$ cat config.mk
export PLATFORM = sky130hd
export DESIGN_NAME = pll_calibration_power_sequencer
export DESIGN_NICKNAME = d
export VERILOG_FILES = /design/src/rtl/pll_cal_pkg.sv /design/src/rtl/cal_result_if.sv /design/src/rtl/cal_result_store.sv /design/src/rtl/pll_calibration_power_sequencer.sv
export SDC_FILE = /design/constraint.sdc
export NUM_CORES = 1
export LEC_CHECK = 0
export CAP_MARGIN = 10
export CORE_MARGIN = 1
export CORE_UTILIZATION = 62
export DETAILED_ROUTE_END_ITERATION = 8
export DONT_BUFFER_PORTS = 1
export PLACE_DENSITY = 0.88
export SYNTH_ARGS = -nofsm -noshare
export SYNTH_HDL_FRONTEND = slang
export SYNTH_SLANG_ARGS = --single-unit
$ cat constraint.sdc
create_clock -name ref_clk -period 3.73 [get_ports ref_clk]
set_clock_uncertainty 0.05 [all_clocks]
set_input_delay 0.1865 -clock ref_clk [delete_from_list [all_inputs] [get_ports ref_clk]]
set_output_delay 0.1865 -clock ref_clk [all_outputs]
set_load 0.05 [all_outputs]
$ cat src/rtl/pll_cal_pkg.sv
`default_nettype none
package pll_cal_pkg;
    // Wait-time code, lock pin source codes and field reset values
    localparam logic [1:0] WAIT_CODE_RESET   = 2'h0;
    localparam logic [3:0] LOCK_SRC_LOCKED   = 4'h2;
    localparam logic [3:0] LOCK_SRC_CAL_DONE = 4'h5;
    localparam logic [2:0] VTARGET_RESET     = 3'h5;
    localparam logic [3:0] PUMP_RESET        = 4'h0;
    localparam logic [3:0] BIAS_RESET        = 4'h8;
    // Calibration durations at the lowest reference, in ms, per wait code
    localparam int CAL_MS_00 = 49;
    localparam int CAL_MS_01 = 60;
    localparam int CAL_MS_10 = 71;
    localparam int CAL_MS_11 = 109;
    localparam int CLK_HZ    = 25_000_000;
    localparam int CYC_PER_MS = CLK_HZ / 1000;
    // Lock filter, in cycles of ref_clk
    localparam int LOCK_FILT_CYC = 4;

    typedef enum logic [1:0] {
        CAL_IDLE  = 2'b00,
        CAL_FIRST = 2'b01,
        CAL_SECND = 2'b10
    } cal_state_e;
endpackage : pll_cal_pkg
`default_nettype wire

$ cat src/rtl/cal_result_if.sv
`timescale 1ns/1ps
`default_nettype none
// Carries one calibration result to the store and both stored results back to the sequencer
interface cal_result_if;
    logic       wr_first;
    logic       wr_second;
    logic [3:0] pump_in;
    logic [3:0] pump_first;
    logic [3:0] pump_second;
    modport seq   (output wr_first, output wr_second, output pump_in,
                   input pump_first, input pump_second);
    modport store (input wr_first, input wr_second, input pump_in,
                   output pump_first, output pump_second);
endinterface : cal_result_if
`default_nettype wire

$ cat src/rtl/cal_result_store.sv
`timescale 1ns/1ps
`default_nettype none
module cal_result_store
(
    input  wire logic   ref_clk,
    cal_result_if.store res
);
    logic [3:0] pump_first;
    logic [3:0] pump_second;
    logic [3:0] next_pump_first;
    logic [3:0] next_pump_second;

    // Results survive soft reset; only the power-on reset rst clears them [RL2] [RL10]
    always_comb
    begin
        next_pump_first  = res.wr_first  ? res.pump_in : pump_first;
        next_pump_second = res.wr_second ? res.pump_in : pump_second;
    end

    always_ff @(posedge ref_clk)
    begin
        pump_first  <= next_pump_first;
        pump_second <= next_pump_second;
    end

    assign res.pump_first  = pump_first;
    assign res.pump_second = pump_second;
endmodule : cal_result_store
`default_nettype wire

$ cat src/rtl/pll_calibration_power_sequencer.sv
`timescale 1ns/1ps
`default_nettype none
// How it works
// (RL1) Start bit launches automatic calibration of VCO range and pump current.
// (RL2) Calibration results held internally while powered; soft reset keeps them.
// (RL3) Host recalibrates after 0.25 V supply drop or 40 C shift.
// (RL4) Three-bit field sets the VCO control voltage that calibration targets.
// (RL5) Calibration-done flag rises when calibration finishes.
// (RL6) Two-bit wait code selects run length, 49 to 109 ms at lowest reference.
// (RL7) Host should use wait code 11 and the highest reference.
// (RL8) Lock pin shows calibration-done when selector is 0101.
// (RL9) Locked flag reported; lock pin shows it when selector is 0010.
// (RL10) Separate results per frequency register; shared only under strict conditions.
// (RL11) Dual bit 0 calibrates each register apart, 1 shares one result.
// (RL12) Host should prefer separate calibration.
// (RL13) Host recalibrates until the locked flag shows lock.
// (RL14) Host waits PLL turn-on time, 3200 to 700 us, after power-up.
// (RL15) Host allows PLL lock time, 1300 to 14 us, on RX/TX switch.
// (RL16) Separate VCO bias settings kept for each frequency register.
// (RL17) Separate power bits for receive, transmit, synthesizer and oscillator.
// (RL18) Host clears active-low soft reset bit on first power-up.
// (RL19) Configuration bits accepted in any order; defaults apply otherwise.
// (RL20) Host power-up order: reset, init, RX, calibrate, TX, calibrate.
// (RL21) Host leaves power-down by wake-up step then mode setup step.
// (RL22) Host keeps serial select high or floating in power-down.
// (RL23) Chosen four-bit pump current readable from the second status register.
// (RL24) Done flag clears on a new start, sets again on completion.
// (RL25) Start acts as a one-run trigger on the selected register.
module pll_calibration_power_sequencer
#(
    parameter int CYC_PER_MS = pll_cal_pkg::CYC_PER_MS
)
(
    input  wire logic       ref_clk,
    input  wire logic       rst,
    input  wire logic       soft_reset_n,
    input  wire logic       cal_start,
    input  wire logic       cal_dual,
    input  wire logic [1:0] cal_wait,
    input  wire logic [2:0] vco_voltage_target,
    input  wire logic [3:0] lock_select,
    input  wire logic       freq_select,
    input  wire logic [3:0] osc_bias_first,
    input  wire logic [3:0] osc_bias_second,
    input  wire logic       rx_power_en,
    input  wire logic       tx_power_en,
    input  wire logic       synth_power_en,
    input  wire logic       xosc_power_en,
    input  wire logic       pll_lock_raw,
    input  wire logic [3:0] pump_measured,
    output logic            cal_done,
    output logic            pll_locked_flag,
    output logic [3:0]      pump_current_code,
    output logic [7:0]      second_status_reg,
    output logic [2:0]      cal_vtarget,
    output logic [3:0]      osc_bias,
    output logic            rx_on,
    output logic            tx_on,
    output logic            synth_on,
    output logic            xosc_on,
    output logic            cal_busy,
    output logic            lock_pin
);
    // Refuse rates whose longest run cannot be counted in a signed 32-bit int
    if (CYC_PER_MS < 1 || CYC_PER_MS > 19_000_000)
    begin : g_bad_rate
        $error("CYC_PER_MS out of range");
    end

    ////////////////////////////////////////////////////////////////////////
    // Synchronisers for the analog lock and start inputs
    logic [1:0] lock_sync;
    logic [1:0] start_sync;
    logic       start_prev;
    logic [1:0] next_lock_sync;
    logic [1:0] next_start_sync;

    always_comb
    begin
        next_lock_sync  = {lock_sync[0], pll_lock_raw};
        next_start_sync = {start_sync[0], cal_start};
    end

    always_ff @(posedge ref_clk)
    begin
        if (rst)
        begin
            lock_sync  <= 2'h0;
            start_sync <= 2'h0;
            start_prev <= 1'b0;
        end
        else
        begin
            lock_sync  <= next_lock_sync;
            start_sync <= next_start_sync;
            start_prev <= start_sync[1];
        end
    end

    wire start_pulse = start_sync[1] & ~start_prev;

    ////////////////////////////////////////////////////////////////////////
    // Calibration length in cycles per wait code
    function automatic logic [31:0] wait_cycles(input logic [1:0] code);
        int ms;
        unique case (code)
            2'b00: ms = pll_cal_pkg::CAL_MS_00;
            2'b01: ms = pll_cal_pkg::CAL_MS_01;
            2'b10: ms = pll_cal_pkg::CAL_MS_10;
            2'b11: ms = pll_cal_pkg::CAL_MS_11;
        endcase
        return 32'(ms * CYC_PER_MS);
    endfunction : wait_cycles

    ////////////////////////////////////////////////////////////////////////
    // Calibration sequencer
    cal_result_if res ();
    cal_result_store u_store (.ref_clk(ref_clk), .res(res));

    pll_cal_pkg::cal_state_e state;
    pll_cal_pkg::cal_state_e next_state;
    logic [31:0] timer;
    logic [31:0] next_timer;
    logic        done;
    logic        next_done;
    logic        dual;
    logic        next_dual;
    logic        target;
    logic        next_target;

    // Which register the current run trains
    wire run_second = (state == pll_cal_pkg::CAL_SECND) ? 1'b1 : target;

    always_comb
    begin
        next_state  = state;
        next_timer  = timer;
        next_done   = done;
        next_dual   = dual;
        next_target = target;
        res.wr_first  = 1'b0;
        res.wr_second = 1'b0;
        res.pump_in   = pump_measured;
        unique case (state)
            pll_cal_pkg::CAL_IDLE:
            begin
                if (start_pulse && soft_reset_n)
                begin
                    next_state  = pll_cal_pkg::CAL_FIRST;   // [RL1] [RL25]
                    next_timer  = wait_cycles(cal_wait);    // [RL6]
                    next_done   = 1'b0;                     // [RL24]
                    next_dual   = cal_dual;
                    next_target = freq_select;
                end
            end
            pll_cal_pkg::CAL_FIRST,
            pll_cal_pkg::CAL_SECND:
            begin
                if (timer > 32'h0000_0001)
                    next_timer = timer - 32'h0000_0001;
                else
                begin
                    // Dual run shares one result, else only the chosen one [RL11]
                    res.wr_first  = dual | ~run_second;     // [RL10]
                    res.wr_second = dual | run_second;      // [RL10]
                    next_state    = pll_cal_pkg::CAL_IDLE;
                    next_done     = 1'b1;                   // [RL5]
                end
            end
            default:
                next_state = pll_cal_pkg::CAL_IDLE;
        endcase
        if (!soft_reset_n)
        begin
            next_state = pll_cal_pkg::CAL_IDLE;
            next_done  = 1'b0;
        end
        // Power-on reset gives both stored results a known value [RL2]
        if (rst)
        begin
            res.wr_first  = 1'b1;
            res.wr_second = 1'b1;
            res.pump_in   = pll_cal_pkg::PUMP_RESET;
        end
    end

    always_ff @(posedge ref_clk)
    begin
        if (rst)
        begin
            state  <= pll_cal_pkg::CAL_IDLE;
            timer  <= 32'h0000_0000;
            done   <= 1'b0;
            dual   <= 1'b0;
            target <= 1'b0;
        end
        else
        begin
            state  <= next_state;
            timer  <= next_timer;
            done   <= next_done;
            dual   <= next_dual;
            target <= next_target;
        end
    end

    ////////////////////////////////////////////////////////////////////////
    // Lock filter and registered outputs
    logic [2:0] lock_cnt;
    logic [2:0] next_lock_cnt;
    logic       next_lock_pin;
    logic [3:0] next_pump;

    always_comb
    begin
        if (!lock_sync[1])
            next_lock_cnt = 3'h0;
        else if (lock_cnt != 3'(pll_cal_pkg::LOCK_FILT_CYC))
            next_lock_cnt = lock_cnt + 3'h1;
        else
            next_lock_cnt = lock_cnt;
        next_pump = freq_select ? res.pump_second : res.pump_first;   // [RL23]
        unique case (lock_select)
            pll_cal_pkg::LOCK_SRC_CAL_DONE: next_lock_pin = done;        // [RL8]
            pll_cal_pkg::LOCK_SRC_LOCKED:   next_lock_pin = pll_locked_flag; // [RL9]
            default:                        next_lock_pin = 1'b0;
        endcase
    end

    always_ff @(posedge ref_clk)
    begin
        if (rst)
        begin
            lock_cnt          <= 3'h0;
            lock_pin          <= 1'b0;
            pump_current_code <= pll_cal_pkg::PUMP_RESET;
        end
        else
        begin
            lock_cnt          <= next_lock_cnt;
            lock_pin          <= next_lock_pin;
            pump_current_code <= next_pump;
        end
    end

    // Status and steering
    assign pll_locked_flag   = (lock_cnt == 3'(pll_cal_pkg::LOCK_FILT_CYC));   // [RL9]
    assign cal_done          = done;
    assign cal_busy          = (state != pll_cal_pkg::CAL_IDLE);
    assign second_status_reg = {4'h0, pump_current_code};            // [RL23]
    assign cal_vtarget       = vco_voltage_target;                   // [RL4] [RL19]
    // In a run the trained register's bias, when idle the selected one
    assign osc_bias          = (cal_busy ? run_second : freq_select)
                               ? osc_bias_second : osc_bias_first;   // [RL16]
    // Soft reset drops every section [RL17]
    assign rx_on    = soft_reset_n & rx_power_en;
    assign tx_on    = soft_reset_n & tx_power_en;
    assign synth_on = soft_reset_n & (synth_power_en | cal_busy);
    assign xosc_on  = soft_reset_n & (xosc_power_en | cal_busy);

    ////////////////////////////////////////////////////////////////////////
    // Checks
    property p_start_clears;
        @(posedge ref_clk) disable iff (rst)
        (state == pll_cal_pkg::CAL_IDLE && start_pulse && soft_reset_n) |=> !cal_done && cal_busy;
    endproperty
    a_start_clears: assert property (p_start_clears) else $error("start did not clear done"); // [RL24]

    property p_done_on_finish;
        @(posedge ref_clk) disable iff (rst)
        (cal_busy && timer == 32'h0000_0001 && soft_reset_n) |=> cal_done && !cal_busy;
    endproperty
    a_done_on_finish: assert property (p_done_on_finish) else $error("done missing"); // [RL5]

    property p_pin_done;
        @(posedge ref_clk) disable iff (rst)
        (lock_select == 4'h5) |=> (lock_pin == $past(cal_done));
    endproperty
    a_pin_done: assert property (p_pin_done) else $error("lock pin not done"); // [RL8]

    property p_pin_lock;
        @(posedge ref_clk) disable iff (rst)
        (lock_select == 4'h2) |=> (lock_pin == $past(pll_locked_flag));
    endproperty
    a_pin_lock: assert property (p_pin_lock) else $error("lock pin not lock"); // [RL9]

    property p_lock_filter;
        @(posedge ref_clk) disable iff (rst)
        pll_lock_raw [*7] |-> pll_locked_flag;
    endproperty
    a_lock_filter: assert property (p_lock_filter) else $error("lock flag late"); // [RL9]

    property p_busy_length;
        @(posedge ref_clk) disable iff (rst)
        $rose(cal_busy) |->
            (timer >= 32'(pll_cal_pkg::CAL_MS_00 * CYC_PER_MS)) ##0 cal_busy [*2];
    endproperty
    a_busy_length: assert property (p_busy_length) else $error("run too short"); // [RL6]

    property p_result_kept;
        @(posedge ref_clk) disable iff (rst)
        (!res.wr_first && !res.wr_second) |=> $stable(res.pump_first) && $stable(res.pump_second);
    endproperty
    a_result_kept: assert property (p_result_kept) else $error("result changed"); // [RL2]

    property p_dual_both;
        @(posedge ref_clk) disable iff (rst)
        (cal_busy && dual && timer == 32'h0000_0001 && soft_reset_n)
            |-> res.wr_first && res.wr_second;
    endproperty
    a_dual_both: assert property (p_dual_both) else $error("dual not shared"); // [RL11]

    property p_power_bits;
        @(posedge ref_clk) disable iff (rst)
        !soft_reset_n |-> !rx_on && !tx_on && !synth_on && !xosc_on;
    endproperty
    a_power_bits: assert property (p_power_bits) else $error("power on in reset"); // [RL17]
endmodule : pll_calibration_power_sequencer
`default_nettype wire

# == Word level (Yosys, flattened, before mapping) ==
# Cells that the tools add are included.
# totals
memories,0
out_inout_bits,27
mem_bits_rw,0
word_cells,78
rom_bits,0
regBits,58
latchBits,0
# op_classes
reduce_logical,12
bitwise_logic,13
n_div,0
magnitude_cmp,1
addsub,2
n_eq_ne,12
n_mux,24
shifts,0
n_mul,1
# ops
operator,count
2-to-1 mux 32 bit,4
one-hot mux 32 bit (4 select lines),1
one-hot mux 32 bit (2 select lines),1
greater-than comparator 32 x 1 -> 1 bit (second input constant),1
multiplier 32 x 13 -> 29 bit (second input constant),1
subtractor 32 x 1 -> 32 bit (second input constant),1
2-to-1 mux 4 bit,3
2-to-1 mux 1 bit,10
== test 2 bit (second input constant),3
!= test 2 bit (second input constant),3
AND reduction 3 bit,2
OR reduction 2 bit,3
bitwise AND 1 bit,5
== test 2 x 1 -> 1 bit (second input constant),2
== test 4 x 2 -> 1 bit (second input constant),1
== test 4 x 3 -> 1 bit (second input constant),1
logical NOT 2 bit,2
2-to-1 mux 2 bit,2
NOT 1 bit,4
bitwise OR 1 bit,4
one-hot mux 1 bit (2 select lines),2
one-hot mux 2 bit (2 select lines),1
AND reduction 2 bit,2
nonzero test 2 bit,2
other kinds (4),4

# == Longest topological paths before layout ==
# logic_depth
ltp_word,8
mapped_depth,12

# == Cells and area by module ==
# A second synthesis with hierarchy kept.
# unflattened
hier_cells,421
area_unflattened_um2,3550.9
# by_module_without_submodules
module,area_each_um2,n_inst,cells_each
pll_calibration_power_sequencer,3310.7,1,413
cal_result_store,240.2,1,8

# == Worst setup path after synthesis ==
# No wires, ideal clock.
# synth_timing
kind,input port to flip-flop
from,in cal_wait[0]
to,reg timer[22]
t_arrival_ps,2378
path_stages,12
setup_ps,70
path_slack_ps,1231
cell_sequence,ha_1 clkbuf_1 inv_1 ha_1 nor3_1 ha_1 a21oi_1 o211ai_1 a2111oi_0 o211a_1 nor2_1 a21oi_1
# synth_via
elab_chain_cells,7
word_cells_on_any_way,10
cone_classes,1 x mul; 3 x eq/ne; 5 x mux; 1 x reduce/logical
# synth_rtl
item,line_no,rtl
"start, declared",pll_calibration_power_sequencer.sv:39,"input wire logic [1:0] cal_wait,"
== test 2 bit (tied with other cells),pll_calibration_power_sequencer.sv:106,unique case (code)
one-hot mux 32 bit (4 select lines) (*),pll_calibration_power_sequencer.sv:106,
2-to-1 mux 32 bit (*),pll_calibration_power_sequencer.sv:147,if (start_pulse && soft_reset_n)
2-to-1 mux 32 bit (*),pll_calibration_power_sequencer.sv:144,unique case (state)
multiplier 32 x 13 -> 29 bit (*),pll_calibration_power_sequencer.sv:112,return 32'(ms * CYC_PER_MS);
2-to-1 mux 32 bit (*),pll_calibration_power_sequencer.sv:147,
one-hot mux 32 bit (2 select lines) (*),pll_calibration_power_sequencer.sv:144,
"end signal, assigned",pll_calibration_power_sequencer.sv:200,timer <= next_timer;
"end, declared",pll_calibration_power_sequencer.sv:122,logic [31:0] timer;
# Mark *: on every way between the ends. The rest lies on a longest branch, timed or not. The select of a mux whose other input is x is not followed.
# A chain may end at the register's enable or synchronous reset.

# == Worst setup path in the final report ==
# layout_timing
from,reg timer[6]
to,reg timer[19]
# layout_via
elab_chain_cells,3
word_cells_on_any_way,6
cone_classes,1 x add/sub; 1 x order compare; 1 x eq/ne; 2 x mux; 1 x reduce/logical
# layout_rtl
item,line_no
subtractor 32 x 1 -> 32 bit or greater-than comparator 32 x 1 -> 1 bit (tied branches),"pll_calibration_power_sequencer.sv:160, pll_calibration_power_sequencer.sv:159"
2-to-1 mux 32 bit or != test 2 bit (tied branches),-
one-hot mux 32 bit (2 select lines) or AND reduction 3 bit (tied branches),-
# Several ways; a longest one is shown, not always the timed one. The select of a mux whose other input is x is not followed.

==> metrics.txt <==
status=completed; grt ovf=0; P per Cell Area=444 nW/um^2; met3 Usage GRT=0.0937; routed via count=3048; Die H=75.2 microns; WL per Instance=17.2 microns; RSZ-0062 raised after global routing=false; fmax=358 MHz; dominant synthesized flop cell=dfxtp_1; site row count=26; #FFs+latches synth=57; final non-filler cell total=465; CTS tree=done; drt total wl=7990 microns; Most Crowded Layer GR=met2; # port buffers=0; post-synthesis cell type count=55; CP max stage delay=0.67 ns; proportion of layout cells with a drive suffix above 1=0.0886; CP arrival=2.96 ns; Core Util, Final=0.695; leakage=0.00136 uW; Worst Path Required=3.89 ns; Detailed Place HPWL=5330 microns; number of global-route vias before repair=2679; synthesized area=3320 sq um; total power=1590 uW; fillers=408; worst-path fanout max=8; setup TNS=0 ns; gpl congestion=0.900; post_cts resized=0; Max-Cap Viols=0; antenna viol nets, final=0; first-pass GRT wire length=12600 microns; Post-Place Cells=441; slew at the pin closest to its max-slew limit=0.960 ns; Final min period=2.80 ns; initial antenna violation count=0; CTS Buffer Depth=2; Initial Utilization=0.647; Die ar.=5660 sq um; crit path cell chain=nor4_1 > nand3b_1 > nor4_2 > nor2_1 > a221oi_1 > a211oi_1; peak supply drop=0.358 mV; die width=75.2 microns; clk_lat worst skew=0.34 ns; Synth Warn #=0; met2 usage=0.458; met1 Track Usage GR=0.393; fin. max-slew vios=0; Core Area=5140 sq um; TritonCTS Buffers=9; IO Pins=59; Fin. Hold Viols=0; Worst-path clk slew=0.07 ns; Layout area overhead=7.49%; relative slew slack=0.359; clk root buf=clkbuf_8; H-tree depth=3; ANT cells=0; number of synthesized flops with an enable pin=8; Initial DRC Count=339; Critical Path Source Type=flop; CP max-delay cell=nor4_2; cell count after synthesis=396; Final period util=0.750; DR pass1 iterations=8; CP Capture Type=flop; Final nets=441; Setup CP Type=flop to flop; min-delay worst type=input port to flop; setup violators final=0; syn_area_per_cell=8.40 sq um; fraction of registers with async set or reset after synthesis=0; post-synthesis sequential area ratio=0.367; # DRC=0; CTS sink count=57; largest net degree at the start of global routing=41; register area=1220 sq um; All-Layer GR Usage=0.299; Vias/cell=6.55; Multi-input gate area=1900 sq um
## logic make-up (layout without fill, tap and decap cells)
logic type      count (synthesis)  count (layout)  synth area share
fa+ha+maj                      19              19            0.0715
other cells                     1               5           0.00113
flops                          57              57             0.367
simple gates                  157             157             0.246
xor+xnor                        9               9            0.0237
buf+inv                        45              40            0.0662
mux                            10              10            0.0320
compound gates                 98              98             0.192
## report_power, final
group          internal (uW)  total (uW)  switching, uW
Combinational            108         311            202
Sequential               647         689           41.8
Clock                    314         586            273
## per-layer routing
metal	routed length [microns]	vias up	share of wire
li1	-	1413	-
met1	3220	1428	0.40
met2	3840	173	0.48
met3	715	34	0.090
met4	220	0	0.028
met5	0	-	0
## worst max-delay path, delay by kind of cell, from the launching register on
kind	cells	cell delay [ns]
and+or+nand+nor	4	1.78
AOI/OAI and AO/OA	2	0.45
DFF	1	0.38
## stage by stage
stage | worst slack, ns | hold slack (ns) | instance area (sq um)
after floorplan | 1.23 | 0.209 | 3340
after global placement | 1.09 | 0.210 | 3280
after detailed placement | 1.03 | 0.213 | 3280
after CTS | 1.01 | 0.0208 | 3570
after global routing | 0.672 | 0.0320 | 3570
final | 0.933 | 0.0238 | 3570
## synth_stat cells, drive strengths merged, types with 3 or more instances
cell,count,area share
a221oi,3,0.0079
or3,4,0.0094
a211oi,8,0.018
o21ai,16,0.024
o21a,5,0.011
nand2,32,0.036
nand4b,3,0.0079
mux2i,5,0.015
buf,15,0.032
nand4,4,0.0075
o211ai,8,0.018
nor2b,12,0.023
a21oi,27,0.041
o31ai,3,0.0068
nand3,5,0.0075
clkbuf,18,0.020
and3,4,0.0075
nor4,12,0.026
xnor2,4,0.011
a31oi,6,0.011
or2,3,0.0056
nand2b,5,0.0094
inv,12,0.014
mux2,5,0.017
or4,6,0.015
o311ai,3,0.0079
o22ai,3,0.0056
nor3,15,0.023
edfxtp,8,0.072
xor2,5,0.013
ha,19,0.072
nor3b,3,0.0068
and2,5,0.0098
nor2,42,0.047
dfxtp,49,0.30
a2111oi,3,0.0079
## registers in the layout, indices dropped and copies added (netlist names)
register                 flops
timer                       32
pump_current_code            4
u_store.res.pump_first       4
u_store.res.pump_second      4
lock_cnt                     3
lock_sync                    2
start_sync                   2
cal_done                     1
dual                         1
lock_pin                     1
start_prev                   1
state                        1
target                       1
## cell usage in the layout (no fill, tap or decap), types with 9 or more instances in the layout
cell type  netlist  layout
nor3_1          15      15
nand2_1         32      32
dfxtp_1         49      49
a21oi_1         27      27
o21ai_0         16      16
ha_1            19      19
inv_1           12      12
nor2b_1         12      12
clkbuf_8         0       9
nor4_1          10      10
nor2_1          42      42
## layout make-up
class                      instances  share of cell area
timing repair buffer              12              0.0336
clock buffer                       9              0.0347
inverter                          12              0.0126
sequential                        57               0.342
multi-input combinational        298               0.531
clock inverter                     7              0.0217
tap                               70              0.0245
## worst paths after layout
check / from / to / slack, ns / depth (start not counted)
worst max-delay path: timer[6]$_SDFFE_PP0P_ / timer[19]$_SDFFE_PP0P_ / 0.93 / 6
worst min-delay path: rst / lock_cnt[1]$_SDFFE_PP0N_ / 0.02 / 2
worst max register to register: timer[6]$_SDFFE_PP0P_ / timer[19]$_SDFFE_PP0P_ / 0.93 / 6
worst min register to register: start_sync[0]$_SDFF_PP0_ / start_sync[1]$_SDFF_PP0_ / 0.40 / 1
## timing repair
action	4_1_cts	5_1_grt
hold buffers	8	0
hold endpoints to repair	44	0
buffers inserted	0	0
No activity file was read; power rests on OpenSTA's default activity.
